==> src/inc/mact_pkg.sv <==
package mact_pkg;

   // =========================================================
   // Encoded lengths in bytes
   // =========================================================
   localparam logic [1:0] LEN_ONE   = 2'h1;
   localparam logic [1:0] LEN_TWO   = 2'h2;
   localparam logic [1:0] LEN_THREE = 2'h3;

   // =========================================================
   // Execution cycle counts
   // =========================================================
   localparam logic [2:0] CYC_MOV_A_REG    = 3'h1;
   localparam logic [2:0] CYC_MOV_A_DIR    = 3'h2;
   localparam logic [2:0] CYC_MOV_A_IND    = 3'h2;
   localparam logic [2:0] CYC_MOV_A_IMM    = 3'h2;
   localparam logic [2:0] CYC_MOV_REG_A    = 3'h2;
   localparam logic [2:0] CYC_MOV_REG_DIR  = 3'h4;
   localparam logic [2:0] CYC_MOV_REG_IMM  = 3'h2;
   localparam logic [2:0] CYC_MOV_DIR_SRC  = 3'h3;
   localparam logic [2:0] CYC_MOV_DIR_DIR  = 3'h4;
   localparam logic [2:0] CYC_MOV_DIR_IND  = 3'h4;
   localparam logic [2:0] CYC_MOV_DIR_IMM  = 3'h3;
   localparam logic [2:0] CYC_MOV_IND_DST  = 3'h3;
   localparam logic [2:0] CYC_LOAD_PTR     = 3'h3;
   localparam logic [2:0] CYC_CODE_LOAD    = 3'h4;
   localparam logic [2:0] CYC_AUX_RAM      = 3'h3;
   localparam logic [2:0] CYC_PUSH         = 3'h4;
   localparam logic [2:0] CYC_POP          = 3'h3;
   localparam logic [2:0] CYC_XCH_REG      = 3'h3;
   localparam logic [2:0] CYC_XCH_DIR      = 3'h4;
   localparam logic [2:0] CYC_XCH_IND      = 3'h4;
   localparam logic [2:0] CYC_ARITH_REG    = 3'h2;
   localparam logic [2:0] CYC_ARITH_MEM    = 3'h3;
   localparam logic [2:0] CYC_ARITH_IMM    = 3'h2;
   localparam logic [2:0] CYC_INC_REG      = 3'h3;
   localparam logic [2:0] CYC_INC_MEM      = 3'h4;
   localparam logic [2:0] CYC_UNKNOWN      = 3'h1;
   localparam logic [2:0] CYC_INC_ACC_DFLT = 3'h1;

   // =========================================================
   // Types
   // =========================================================
   typedef enum logic [2:0] {
      ALU_NONE = 3'h0,
      ALU_ADD  = 3'h1,
      ALU_ADD_WITH_CARRY = 3'h2,
      ALU_SUBTRACT_WITH_BORROW = 3'h3,
      ALU_INC  = 3'h4
   } mact_alu_e;

   typedef struct packed {
      logic       known;
      logic [1:0] len;
      logic [2:0] cyc;
      mact_alu_e  alu;
   } mact_dec_s;

   typedef struct packed {
      logic [7:0] result;
      logic       cy;
      logic       ac;
      logic       ov;
   } mact_flags_s;

endpackage

==> src/verilog/mact_decode.sv <==
`timescale 1ns/1ps
module mact_decode #(
   parameter logic [2:0] INC_ACC_CYCLES = mact_pkg::CYC_INC_ACC_DFLT
) (
   input  wire logic       CLK,
   input  wire logic       RST_B,
   input  wire logic       OPC_VALID,
   input  wire logic [7:0] OPC,
   input  wire logic [7:0] ACC,
   input  wire logic [7:0] OPERAND,
   input  wire logic       CARRY_IN,
   output logic            READY,
   output logic            BUSY,
   output logic            DONE,
   output logic            KNOWN,
   output logic [1:0]      LEN,
   output logic [2:0]      CYCLES,
   output logic            ARITH_VALID,
   output logic [7:0]      RESULT,
   output logic            CY,
   output logic            AC,
   output logic            OV
);

   // =========================================================
   // Elaboration check
   // =========================================================
   // A zero count would end the increment at the edge that takes it, so the
   // decoder would never report it busy and DONE would never pulse for it.
   if (INC_ACC_CYCLES == 3'h0) begin : g_bad_inc
      $error("INC_ACC_CYCLES must be at least one");
   end

   // =========================================================
   // Opcode decode
   // =========================================================
   // Opcodes outside the decoded set report one byte and one cycle, so a fetch unit
   // that ignores KNOWN still steps past them instead of stalling.
   function automatic mact_pkg::mact_dec_s decode(input logic [7:0] op);
      mact_pkg::mact_dec_s d;
      d.known = 1'b1;
      d.len   = mact_pkg::LEN_ONE;
      d.cyc   = mact_pkg::CYC_UNKNOWN;
      d.alu   = mact_pkg::ALU_NONE;
      casez (op)
         8'b1110_1???: begin
            d.cyc = mact_pkg::CYC_MOV_A_REG;
         end
         8'he5: begin
            d.len = mact_pkg::LEN_TWO;
            d.cyc = mact_pkg::CYC_MOV_A_DIR;
         end
         8'b1110_011?: begin
            d.cyc = mact_pkg::CYC_MOV_A_IND;
         end
         8'h74: begin
            d.len = mact_pkg::LEN_TWO;
            d.cyc = mact_pkg::CYC_MOV_A_IMM;
         end
         8'b1111_1???: begin
            d.cyc = mact_pkg::CYC_MOV_REG_A;
         end
         8'b1010_1???: begin
            d.len = mact_pkg::LEN_TWO;
            d.cyc = mact_pkg::CYC_MOV_REG_DIR;
         end
         8'b0111_1???: begin
            d.len = mact_pkg::LEN_TWO;
            d.cyc = mact_pkg::CYC_MOV_REG_IMM;
         end
         8'hf5, 8'b1000_1???: begin
            d.len = mact_pkg::LEN_TWO;
            d.cyc = mact_pkg::CYC_MOV_DIR_SRC;
         end
         8'h85: begin
            d.len = mact_pkg::LEN_THREE;
            d.cyc = mact_pkg::CYC_MOV_DIR_DIR;
         end
         8'b1000_011?: begin
            d.len = mact_pkg::LEN_TWO;
            d.cyc = mact_pkg::CYC_MOV_DIR_IND;
         end
         8'h75: begin
            d.len = mact_pkg::LEN_THREE;
            d.cyc = mact_pkg::CYC_MOV_DIR_IMM;
         end
         8'b1111_011?: begin
            d.cyc = mact_pkg::CYC_MOV_IND_DST;
         end
         // direct or immediate to pointer RAM
         8'b1010_011?, 8'b0111_011?: begin
            d.len = mact_pkg::LEN_TWO;
            d.cyc = mact_pkg::CYC_MOV_IND_DST;
         end
         8'h90: begin
            d.len = mact_pkg::LEN_THREE;
            d.cyc = mact_pkg::CYC_LOAD_PTR;
         end
         8'h93, 8'h83: begin
            d.cyc = mact_pkg::CYC_CODE_LOAD;
         end
         8'b1110_001?, 8'he0, 8'b1111_001?, 8'hf0: begin
            d.cyc = mact_pkg::CYC_AUX_RAM;
         end
         8'hc0: begin
            d.len = mact_pkg::LEN_TWO;
            d.cyc = mact_pkg::CYC_PUSH;
         end
         8'hd0: begin
            d.len = mact_pkg::LEN_TWO;
            d.cyc = mact_pkg::CYC_POP;
         end
         8'b1100_1???: begin
            d.cyc = mact_pkg::CYC_XCH_REG;
         end
         8'hc5: begin
            d.len = mact_pkg::LEN_TWO;
            d.cyc = mact_pkg::CYC_XCH_DIR;
         end
         8'b1100_011?, 8'b1101_011?: begin
            d.cyc = mact_pkg::CYC_XCH_IND;
         end
         8'b0010_1???, 8'b0011_1???, 8'b1001_1???: begin
            d.cyc = mact_pkg::CYC_ARITH_REG;
            d.alu = alu_of(op);
         end
         8'h25, 8'h35, 8'h95: begin
            d.len = mact_pkg::LEN_TWO;
            d.cyc = mact_pkg::CYC_ARITH_MEM;
            d.alu = alu_of(op);
         end
         8'b0010_011?, 8'b0011_011?, 8'b1001_011?: begin
            d.cyc = mact_pkg::CYC_ARITH_MEM;
            d.alu = alu_of(op);
         end
         8'h24, 8'h34, 8'h94: begin
            d.len = mact_pkg::LEN_TWO;
            d.cyc = mact_pkg::CYC_ARITH_IMM;
            d.alu = alu_of(op);
         end
         8'h04: begin
            d.cyc = INC_ACC_CYCLES;
            d.alu = mact_pkg::ALU_INC;
         end
         8'b0000_1???: begin
            d.cyc = mact_pkg::CYC_INC_REG;
            d.alu = mact_pkg::ALU_INC;
         end
         8'h05: begin
            d.len = mact_pkg::LEN_TWO;
            d.cyc = mact_pkg::CYC_INC_MEM;
            d.alu = mact_pkg::ALU_INC;
         end
         8'b0000_011?: begin
            d.cyc = mact_pkg::CYC_INC_MEM;
            d.alu = mact_pkg::ALU_INC;
         end
         default: begin
            d.known = 1'b0;
         end
      endcase
      return d;
   endfunction

   function automatic mact_pkg::mact_alu_e alu_of(input logic [7:0] op);
      mact_pkg::mact_alu_e a;
      case (op[7:4])
         4'h2:    a = mact_pkg::ALU_ADD;
         4'h3:    a = mact_pkg::ALU_ADD_WITH_CARRY;
         default: a = mact_pkg::ALU_SUBTRACT_WITH_BORROW;
      endcase
      return a;
   endfunction

   // =========================================================
   // Add and subtract with flags
   // =========================================================
   // Increment leaves the flags untouched, so only the add and subtract opcodes report them.
   function automatic mact_pkg::mact_flags_s arith(input mact_pkg::mact_alu_e a,
                                                  input logic [7:0] x,
                                                  input logic [7:0] y,
                                                  input logic       cin);
      mact_pkg::mact_flags_s f;
      logic [8:0] full;
      logic [4:0] low;
      logic       c;
      c    = (a == mact_pkg::ALU_ADD) ? 1'b0 : cin;
      full = 9'h000;
      low  = 5'h00;
      if (a == mact_pkg::ALU_SUBTRACT_WITH_BORROW) begin
         full = {1'b0, x} - {1'b0, y} - {8'h00, c};
         low  = {1'b0, x[3:0]} - {1'b0, y[3:0]} - {4'h0, c};
         f.ov = (x[7] != y[7]) && (full[7] != x[7]);
      end else begin
         full = {1'b0, x} + {1'b0, y} + {8'h00, c};
         low  = {1'b0, x[3:0]} + {1'b0, y[3:0]} + {4'h0, c};
         f.ov = (x[7] == y[7]) && (full[7] != x[7]);
      end
      f.result = full[7:0];
      f.cy     = full[8];
      f.ac     = low[4];
      return f;
   endfunction

   // =========================================================
   // Acceptance and cycle sequencing
   // =========================================================
   // A new opcode is taken in the last busy cycle of the previous one, so
   // instructions run back to back without a dead cycle in between.
   mact_pkg::mact_dec_s   dec;
   mact_pkg::mact_flags_s flg;
   logic [2:0]            remain_r;
   logic [2:0]            remain_nxt;
   logic                  take;
   logic                  is_arith;

   assign dec      = decode(OPC);
   assign take     = OPC_VALID && (remain_r <= 3'h1);
   assign is_arith = (dec.alu == mact_pkg::ALU_ADD) ||
                     (dec.alu == mact_pkg::ALU_ADD_WITH_CARRY) ||
                     (dec.alu == mact_pkg::ALU_SUBTRACT_WITH_BORROW);
   assign flg      = arith(dec.alu, ACC, OPERAND, CARRY_IN);

   // READY and BUSY are registered images of the next count, which keeps every
   // output on a flip-flop without adding a cycle of delay to either.
   always_comb begin
      if (take) begin
         remain_nxt = dec.cyc;
      end else if (remain_r != 3'h0) begin
         remain_nxt = remain_r - 3'h1;
      end else begin
         remain_nxt = 3'h0;
      end
   end

   always_ff @(posedge CLK or negedge RST_B) begin
      if (!RST_B) begin
         remain_r <= 3'h0;
         BUSY     <= 1'b0;
         READY    <= 1'b1;
         DONE     <= 1'b0;
      end else begin
         remain_r <= remain_nxt;
         BUSY     <= (remain_nxt != 3'h0);
         READY    <= (remain_nxt <= 3'h1);
         // The end pulse still fires when a new opcode is taken at the same edge, so
         // back-to-back instructions each report their end.
         DONE     <= (remain_r == 3'h1);
      end
   end

   // =========================================================
   // Decode results
   // =========================================================
   always_ff @(posedge CLK or negedge RST_B) begin
      if (!RST_B) begin
         KNOWN  <= 1'b0;
         LEN    <= 2'h0;
         CYCLES <= 3'h0;
      end else if (take) begin
         KNOWN  <= dec.known;
         LEN    <= dec.len;
         CYCLES <= dec.cyc;
      end
   end

   // =========================================================
   // Arithmetic results
   // =========================================================
   always_ff @(posedge CLK or negedge RST_B) begin
      if (!RST_B) begin
         ARITH_VALID <= 1'b0;
         RESULT      <= 8'h00;
         CY          <= 1'b0;
         AC          <= 1'b0;
         OV          <= 1'b0;
      end else if (take) begin
         // Flags are held across moves and increments, so a carry computed by one
         // add stays readable until the next add or subtract opcode replaces it.
         ARITH_VALID <= is_arith;
         if (is_arith) begin
            RESULT <= flg.result;
            CY     <= flg.cy;
            AC     <= flg.ac;
            OV     <= flg.ov;
         end
      end
   end

endmodule

==> config.mk <==
export PLATFORM = sky130hd
export DESIGN_NAME = mact_decode
export DESIGN_NICKNAME = d
export VERILOG_FILES = /design/src/inc/mact_pkg.sv /design/src/verilog/mact_decode.sv
export SDC_FILE = /design/constraint.sdc
export NUM_CORES = 1
export LEC_CHECK = 0
export BUFFER_PORTS_ARGS = -buffer_cell sky130_fd_sc_hd__buf_2
export CAP_MARGIN = 5
export CORE_ASPECT_RATIO = 0.8
export CORE_MARGIN = 3
export CORE_UTILIZATION = 45
export CTS_CLUSTER_DIAMETER = 200
export DETAILED_ROUTE_END_ITERATION = 8
export GPL_TIMING_DRIVEN = 0
export PLACE_DENSITY = 0.78
export REMOVE_ABC_BUFFERS = 1
export SETUP_SLACK_MARGIN = 0.2
export SYNTH_ARGS = -nofsm -noshare
export SYNTH_HDL_FRONTEND = slang
export SYNTH_SLANG_ARGS = --single-unit
==> constraint.sdc <==
create_clock -name CLK -period 1.9 [get_ports CLK]
set_clock_uncertainty 0.05 [all_clocks]
set_input_delay 0.57 -clock CLK [delete_from_list [all_inputs] [get_ports CLK]]
set_output_delay 0.57 -clock CLK [all_outputs]
set_load 0.02 [all_outputs]
== Yosys cells after proc, flatten, opt, wreduce, memory -nomap -nowiden ==
Cells that the tools add are included.

* Word-level logic and storage cells: 104
* Input port bits: 28
* Output and inout port bits: 21
* Register bits after elaboration: 24

* Muxes and demuxes: 11
* Equality and inequality tests: 54
* Order comparisons: 2
* Reductions and logical operators: 16
* $add $sub $neg: 9

{| class="wikitable"
|+ Operators with widths
! operator !! number
|-
| $eq 8x8->1 const B || 13
|-
| $eq 7x7->1 const B || 9
|-
| $reduce_or 44->1 || 1
|-
| $eq 8x6->1 const B || 4
|-
| $eq 5x5->1 const B || 6
|-
| $reduce_or 11->1 || 2
|-
| $reduce_or 20->1 || 1
|-
| $reduce_or 19->1 || 1
|-
| $eq 8x3->1 const B || 2
|-
| $eq 8x7->1 const B || 2
|-
| $eq 7x5->1 const B || 2
|-
| $reduce_or 12->1 || 1
|-
| $eq 5x3->1 const B || 2
|-
| $add 8x8->9 || 1
|-
| $add 9x1->9 || 1
|-
| $mux 9 || 1
|-
| $pmux 3 s3 || 1
|-
| $sub 8x8->9 || 1
|-
| $sub 9x1->9 || 1
|-
| $eq 4x2->1 const B || 2
|-
| $pmux 2 s2 || 2
|-
| $eq 7x2->1 const B || 1
|-
| $eq 7x6->1 const B || 1
|-
| $eq 3x1->1 const B || 2
|-
| 21 further kinds || 32
|}

== Longest topological paths before layout ==
* Word-level depth: 9
* Gate-level depth with buffers: 13
* Mapped depth without buffers: 12

== Least setup slack after synthesis ==
OpenSTA, ideal clock, no wires.

* Path type: input port to flip-flop
* From: input port OPC[7]
* To: register CY
* Cell stages on the path: 12
* Data arrival time: 3.408 ns
* Buffers on the path: 2
* Setup time: 0.122 ns
* Required time: 1.728 ns
* Slack: -1.680 ns
* Cell sequence: buf_2 buf_2 o41ai_1 inv_1 fa_1 fa_1 and2_1 o21ai_1 a21o_1 a21oi_1 or4b_1 a32o_1

* Word-level cells in the longest chain between the ends: 7
* Elaborated cells on any way between the ends: 32
* Classes of those cells: add/sub (2); eq/ne (21); mux (4); reduce/logical (5)

{| class="wikitable"
|+ Ends and longest elaborated chain
! what !! line !! RTL
|-
| start, declared || mact_decode.sv:8 || <nowiki>input wire logic [7:0] OPC,</nowiki>
|-
| $eq 8x6->1 (tied with other cells) || mact_decode.sv:45 || <nowiki>casez (op)</nowiki>
|-
| $reduce_or 12->1 (no line) (tied with other cells) || n/a ||
|-
| $pmux 3 s2 * || mact_decode.sv:45 ||
|-
| $eq 3x1->1 or $eq 3x2->1 (tied branches) || mact_decode.sv:187, mact_decode.sv:219, mact_decode.sv:220 ||
|-
| $mux 1 or $logic_or 1x1->1 (tied branches) || mact_decode.sv:187, mact_decode.sv:219 ||
|-
| $add 9x1->9 (tied with other cells) || mact_decode.sv:195 || <nowiki>full = {1'b0, x} + {1'b0, y} + {8'h00, c};</nowiki>
|-
| $mux 9 or $reduce_and 2->1 (tied branches) || n/a ||
|-
| end signal, assigned || mact_decode.sv:283 || <nowiki>CY <= flg.cy;</nowiki>
|-
| end, declared || mact_decode.sv:20 || <nowiki>output logic CY,</nowiki>
|}

Mark *: on every way between the ends. The rest lies on a longest branch, timed or not.
A chain may end at the register's enable or synchronous reset.

== Worst setup path in the final report ==
* From: input port OPC[6]
* To: register CY

The elaborated chain is that of the path after synthesis.

==> results.json <==
{
  "die_w_um": 87.4,
  "drive_above_1_share_pct": 36.5,
  "synthSimpleGateAreaFrac_pct": 24.9,
  "vias_per_cell": 5.89,
  "synth-edff-count": 0,
  "timing.fmax_mhz": 327,
  "required_ps": 2020,
  "critPathMaxFanout": 2,
  "final_cells": 418,
  "rsz0062_at_grt": "yes",
  "ys_async_sr_fraction_pct": 100,
  "dr.pass1.iters": 5,
  "ant_nets": 0,
  "fin_ws_ps": -1160,
  "overflow": 0,
  "core-area_um2": 5060,
  "crit_start": "OPC[6]",
  "cp-start-kind": "input port",
  "avgSynthCellArea_um2": 8.01,
  "worst_slew_pin_slew_ps": 585,
  "synthAdderAreaFrac_pct": 15.4,
  "violations": "setup timing",
  "htreeDepth": 1,
  "endpoint_kind": "flop",
  "antenna_cells": 0,
  "start_util_pct": 47.1,
  "placed_cells": 394,
  "clkLatencyLatePin_ps": 270,
  "final_common_cell": "buf_2",
  "grt_pass1_wl_mm": 10.1,
  "slew_headroom_pct": 60.5,
  "grt_max_degree": 25,
  "path_class": "input port to flop",
  "post-route-min-period_ps": 3060,
  "leakagePower_nw": 1.49,
  "first_global_vias": 2154,
  "syn-cell-area_um2": 2390,
  "power_mw": 3.00,
  "p_per_area_nw_per_um2": 921,
  "hold_class": "input port to async pin",
  "dpl-instance-area_um2": 2630,
  "hpwl_mm": 4.16,
  "synth_mux_area_share_pct": 0.419,
  "wl_per_cell_um": 16.1,
  "ir_worst_vdd_mv": 0.866,
  "slew_viol_final": 0,
  "synthXorXnorAreaFrac_pct": 5.87,
  "synth_compound_gate_area_share_pct": 20.8,
  "ios": 49,
  "mostFrequentLayoutCells": "buf_2, nor2_1, inv_1",
  "dieHeight_um": 71.1,
  "synth_top_family_by_area": "simple AND/OR/NAND/NOR gates",
  "final_area_um2": 3260,
  "drt_iter0_markers": 223,
  "status": "complete, but fails checks",
  "cts_tree": "yes",
  "setup_viol": 19,
  "synth_top_flop_cell": "dfrtp_1",
  "die-area_um2": 6220,
  "hold_viol": 0,
  "rows": 23,
  "cp.arrival_ps": 3170,
  "ys_ff_latch": 24,
  "synth_cells": 298,
  "cts_buffers": 3,
  "clockBufferDepth": 2,
  "drc": 0,
  "track_usage_pct": 19.6,
  "r2r_start": "remain_r[2]",
  "vias": 2460,
  "portBuffers": 48,
  "hold_buffers": 0,
  "wl_mm": 6.73,
  "place_congestion": 0.928,
  "clk_pin_slew_ps": 90,
  "clock_sinks": 24,
  "period_share_pct": 161,
  "yosysWarnings": 0,
  "ff_latch_area_um2": 602,
  "reg2reg_depth": 6,
  "antenna_found_initial": 0,
  "synth_cell_types": 58,
  "multiInputGateArea_um2": 1910,
  "num-fill-cells": 415,
  "area_growth_pct": 36.7,
  "ys_seq_area_share_pct": 25.2,
  "fin_nets": 412,
  "root_buffer": "clkbuf_8",
  "cap_violations": 0
}
==> kinds of logic (layout without fill, tap and decap cells) <==
logic type                 Yosys count  after routing
AOI/OAI and AO/OA                   75             75
xor gates and xnor gates            16             16
muxes                                1              1
and+or+nand+nor                    113            113
DFF                                 24             24
adders and majority gates           27             27
buffers and inverters               42            100
==> through the flow <==
stage	util (%)	TNS, ps	setup WS, ps	hold WS (ps)
6_report	64.5	-9840	-1160	213
5_1_grt	64.5	-11450	-1260	246
4_1_cts	59.5	-9500	-1280	235
3_5_place_dp	52.0	-20380	-2090	420
3_3_place_gp	52.0	-20150	-2080	411
2_1_floorplan	-	-8700	-1370	224
==> power breakdown <==
part           internal (mW)  leakage (nW)  switching [mW]
Sequential             0.758         0.294           0.144
Combinational          0.706          1.16           0.948
Clock                  0.282        0.0357           0.168
==> sequential cells by signal, summed over array words and instances, names as in the netlist <==
register	cells
RESULT	8
CYCLES	3
KNOWN	1
READY	1
CY	1
LEN	2
OV	1
AC	1
remain_r	3
DONE	1
BUSY	1
ARITH_VALID	1
==> area by class of cell <==
class | instances | area share (%)
multi-input cells | 232 | 58.4
flip-flops and latches | 24 | 18.4
repair buffers | 68 | 15.4
inverters | 28 | 3.22
well taps | 62 | 2.38
clock buffers | 3 | 1.26
clock inverters | 1 | 0.920
==> cell usage after synthesis, types with 2 or more instances <==
cell | instances | area share [%]
o211ai_1 | 2 | 0.63
o22ai_1 | 5 | 1.3
a31oi_1 | 4 | 1.0
or2_2 | 3 | 0.79
nor2b_1 | 5 | 1.3
or4_1 | 2 | 0.63
a32o_1 | 3 | 1.3
xnor2_1 | 14 | 5.1
o31ai_1 | 2 | 0.63
a22oi_1 | 2 | 0.63
fa_1 | 4 | 3.4
a211oi_1 | 2 | 0.63
o21ai_0 | 10 | 2.1
ha_1 | 23 | 12
nand2b_1 | 7 | 1.8
nor3_2 | 2 | 0.84
xor2_1 | 2 | 0.73
nand3b_1 | 3 | 0.94
nand2_1 | 25 | 3.9
a32oi_1 | 2 | 0.73
o21a_1 | 2 | 0.63
nor3b_1 | 2 | 0.63
buf_2 | 7 | 1.5
nor2_1 | 31 | 4.9
or4b_1 | 2 | 0.84
inv_1 | 28 | 4.4
nor3_1 | 7 | 1.5
clkbuf_1 | 5 | 0.79
o21bai_1 | 2 | 0.63
and2_1 | 6 | 1.6
a21oi_1 | 18 | 3.8
o21ai_1 | 5 | 1.0
a21o_1 | 4 | 1.3
nand3_1 | 8 | 1.7
or2_1 | 2 | 0.52
o41ai_1 | 3 | 1.1
dfrtp_1 | 23 | 24
==> path summary, 6_finish.rpt <==
check / endpoint / slack (ps)
setup / recovery: CY / -1160
hold / removal: LEN[1] / 210
setup reg to reg: BUSY / -140
hold reg to reg: RESULT[0] / 430
max in group asynchronous: READY / 1220
min in group CLK: RESULT[0] / 430
==> routing by layer <==
layer | GRT usage, % | share of wire (%) | vias to the layer above
li1 | - | - | 1157
met1 | 27.1 | 40 | 1168
met2 | 32.3 | 50 | 117
met3 | 2.91 | 7.5 | 18
met4 | 4.26 | 2.3 | 0
met5 | 0 | 0 | -
==> what timing repair did <==
action / CTS / global route
gates cloned: 1 / 0
setup endpoints to repair: 21 / 22
hold endpoints to repair: 0 / 0
buffers inserted: 10 / 9
pin swaps: 29 / 26
resized for setup: 50 / 42
==> critical path, stage by stage <==
cell	delay, ps
buf_12	100
nand2b_4	140
o41ai_4	360
inv_1	100
fa_2	360
fa_2	360
and2_4	180
o21ai_2	100
a21o_1	140
a21oi_2	70
or4b_1	470
a32o_1	230
(Power assumes the default switching activity.)
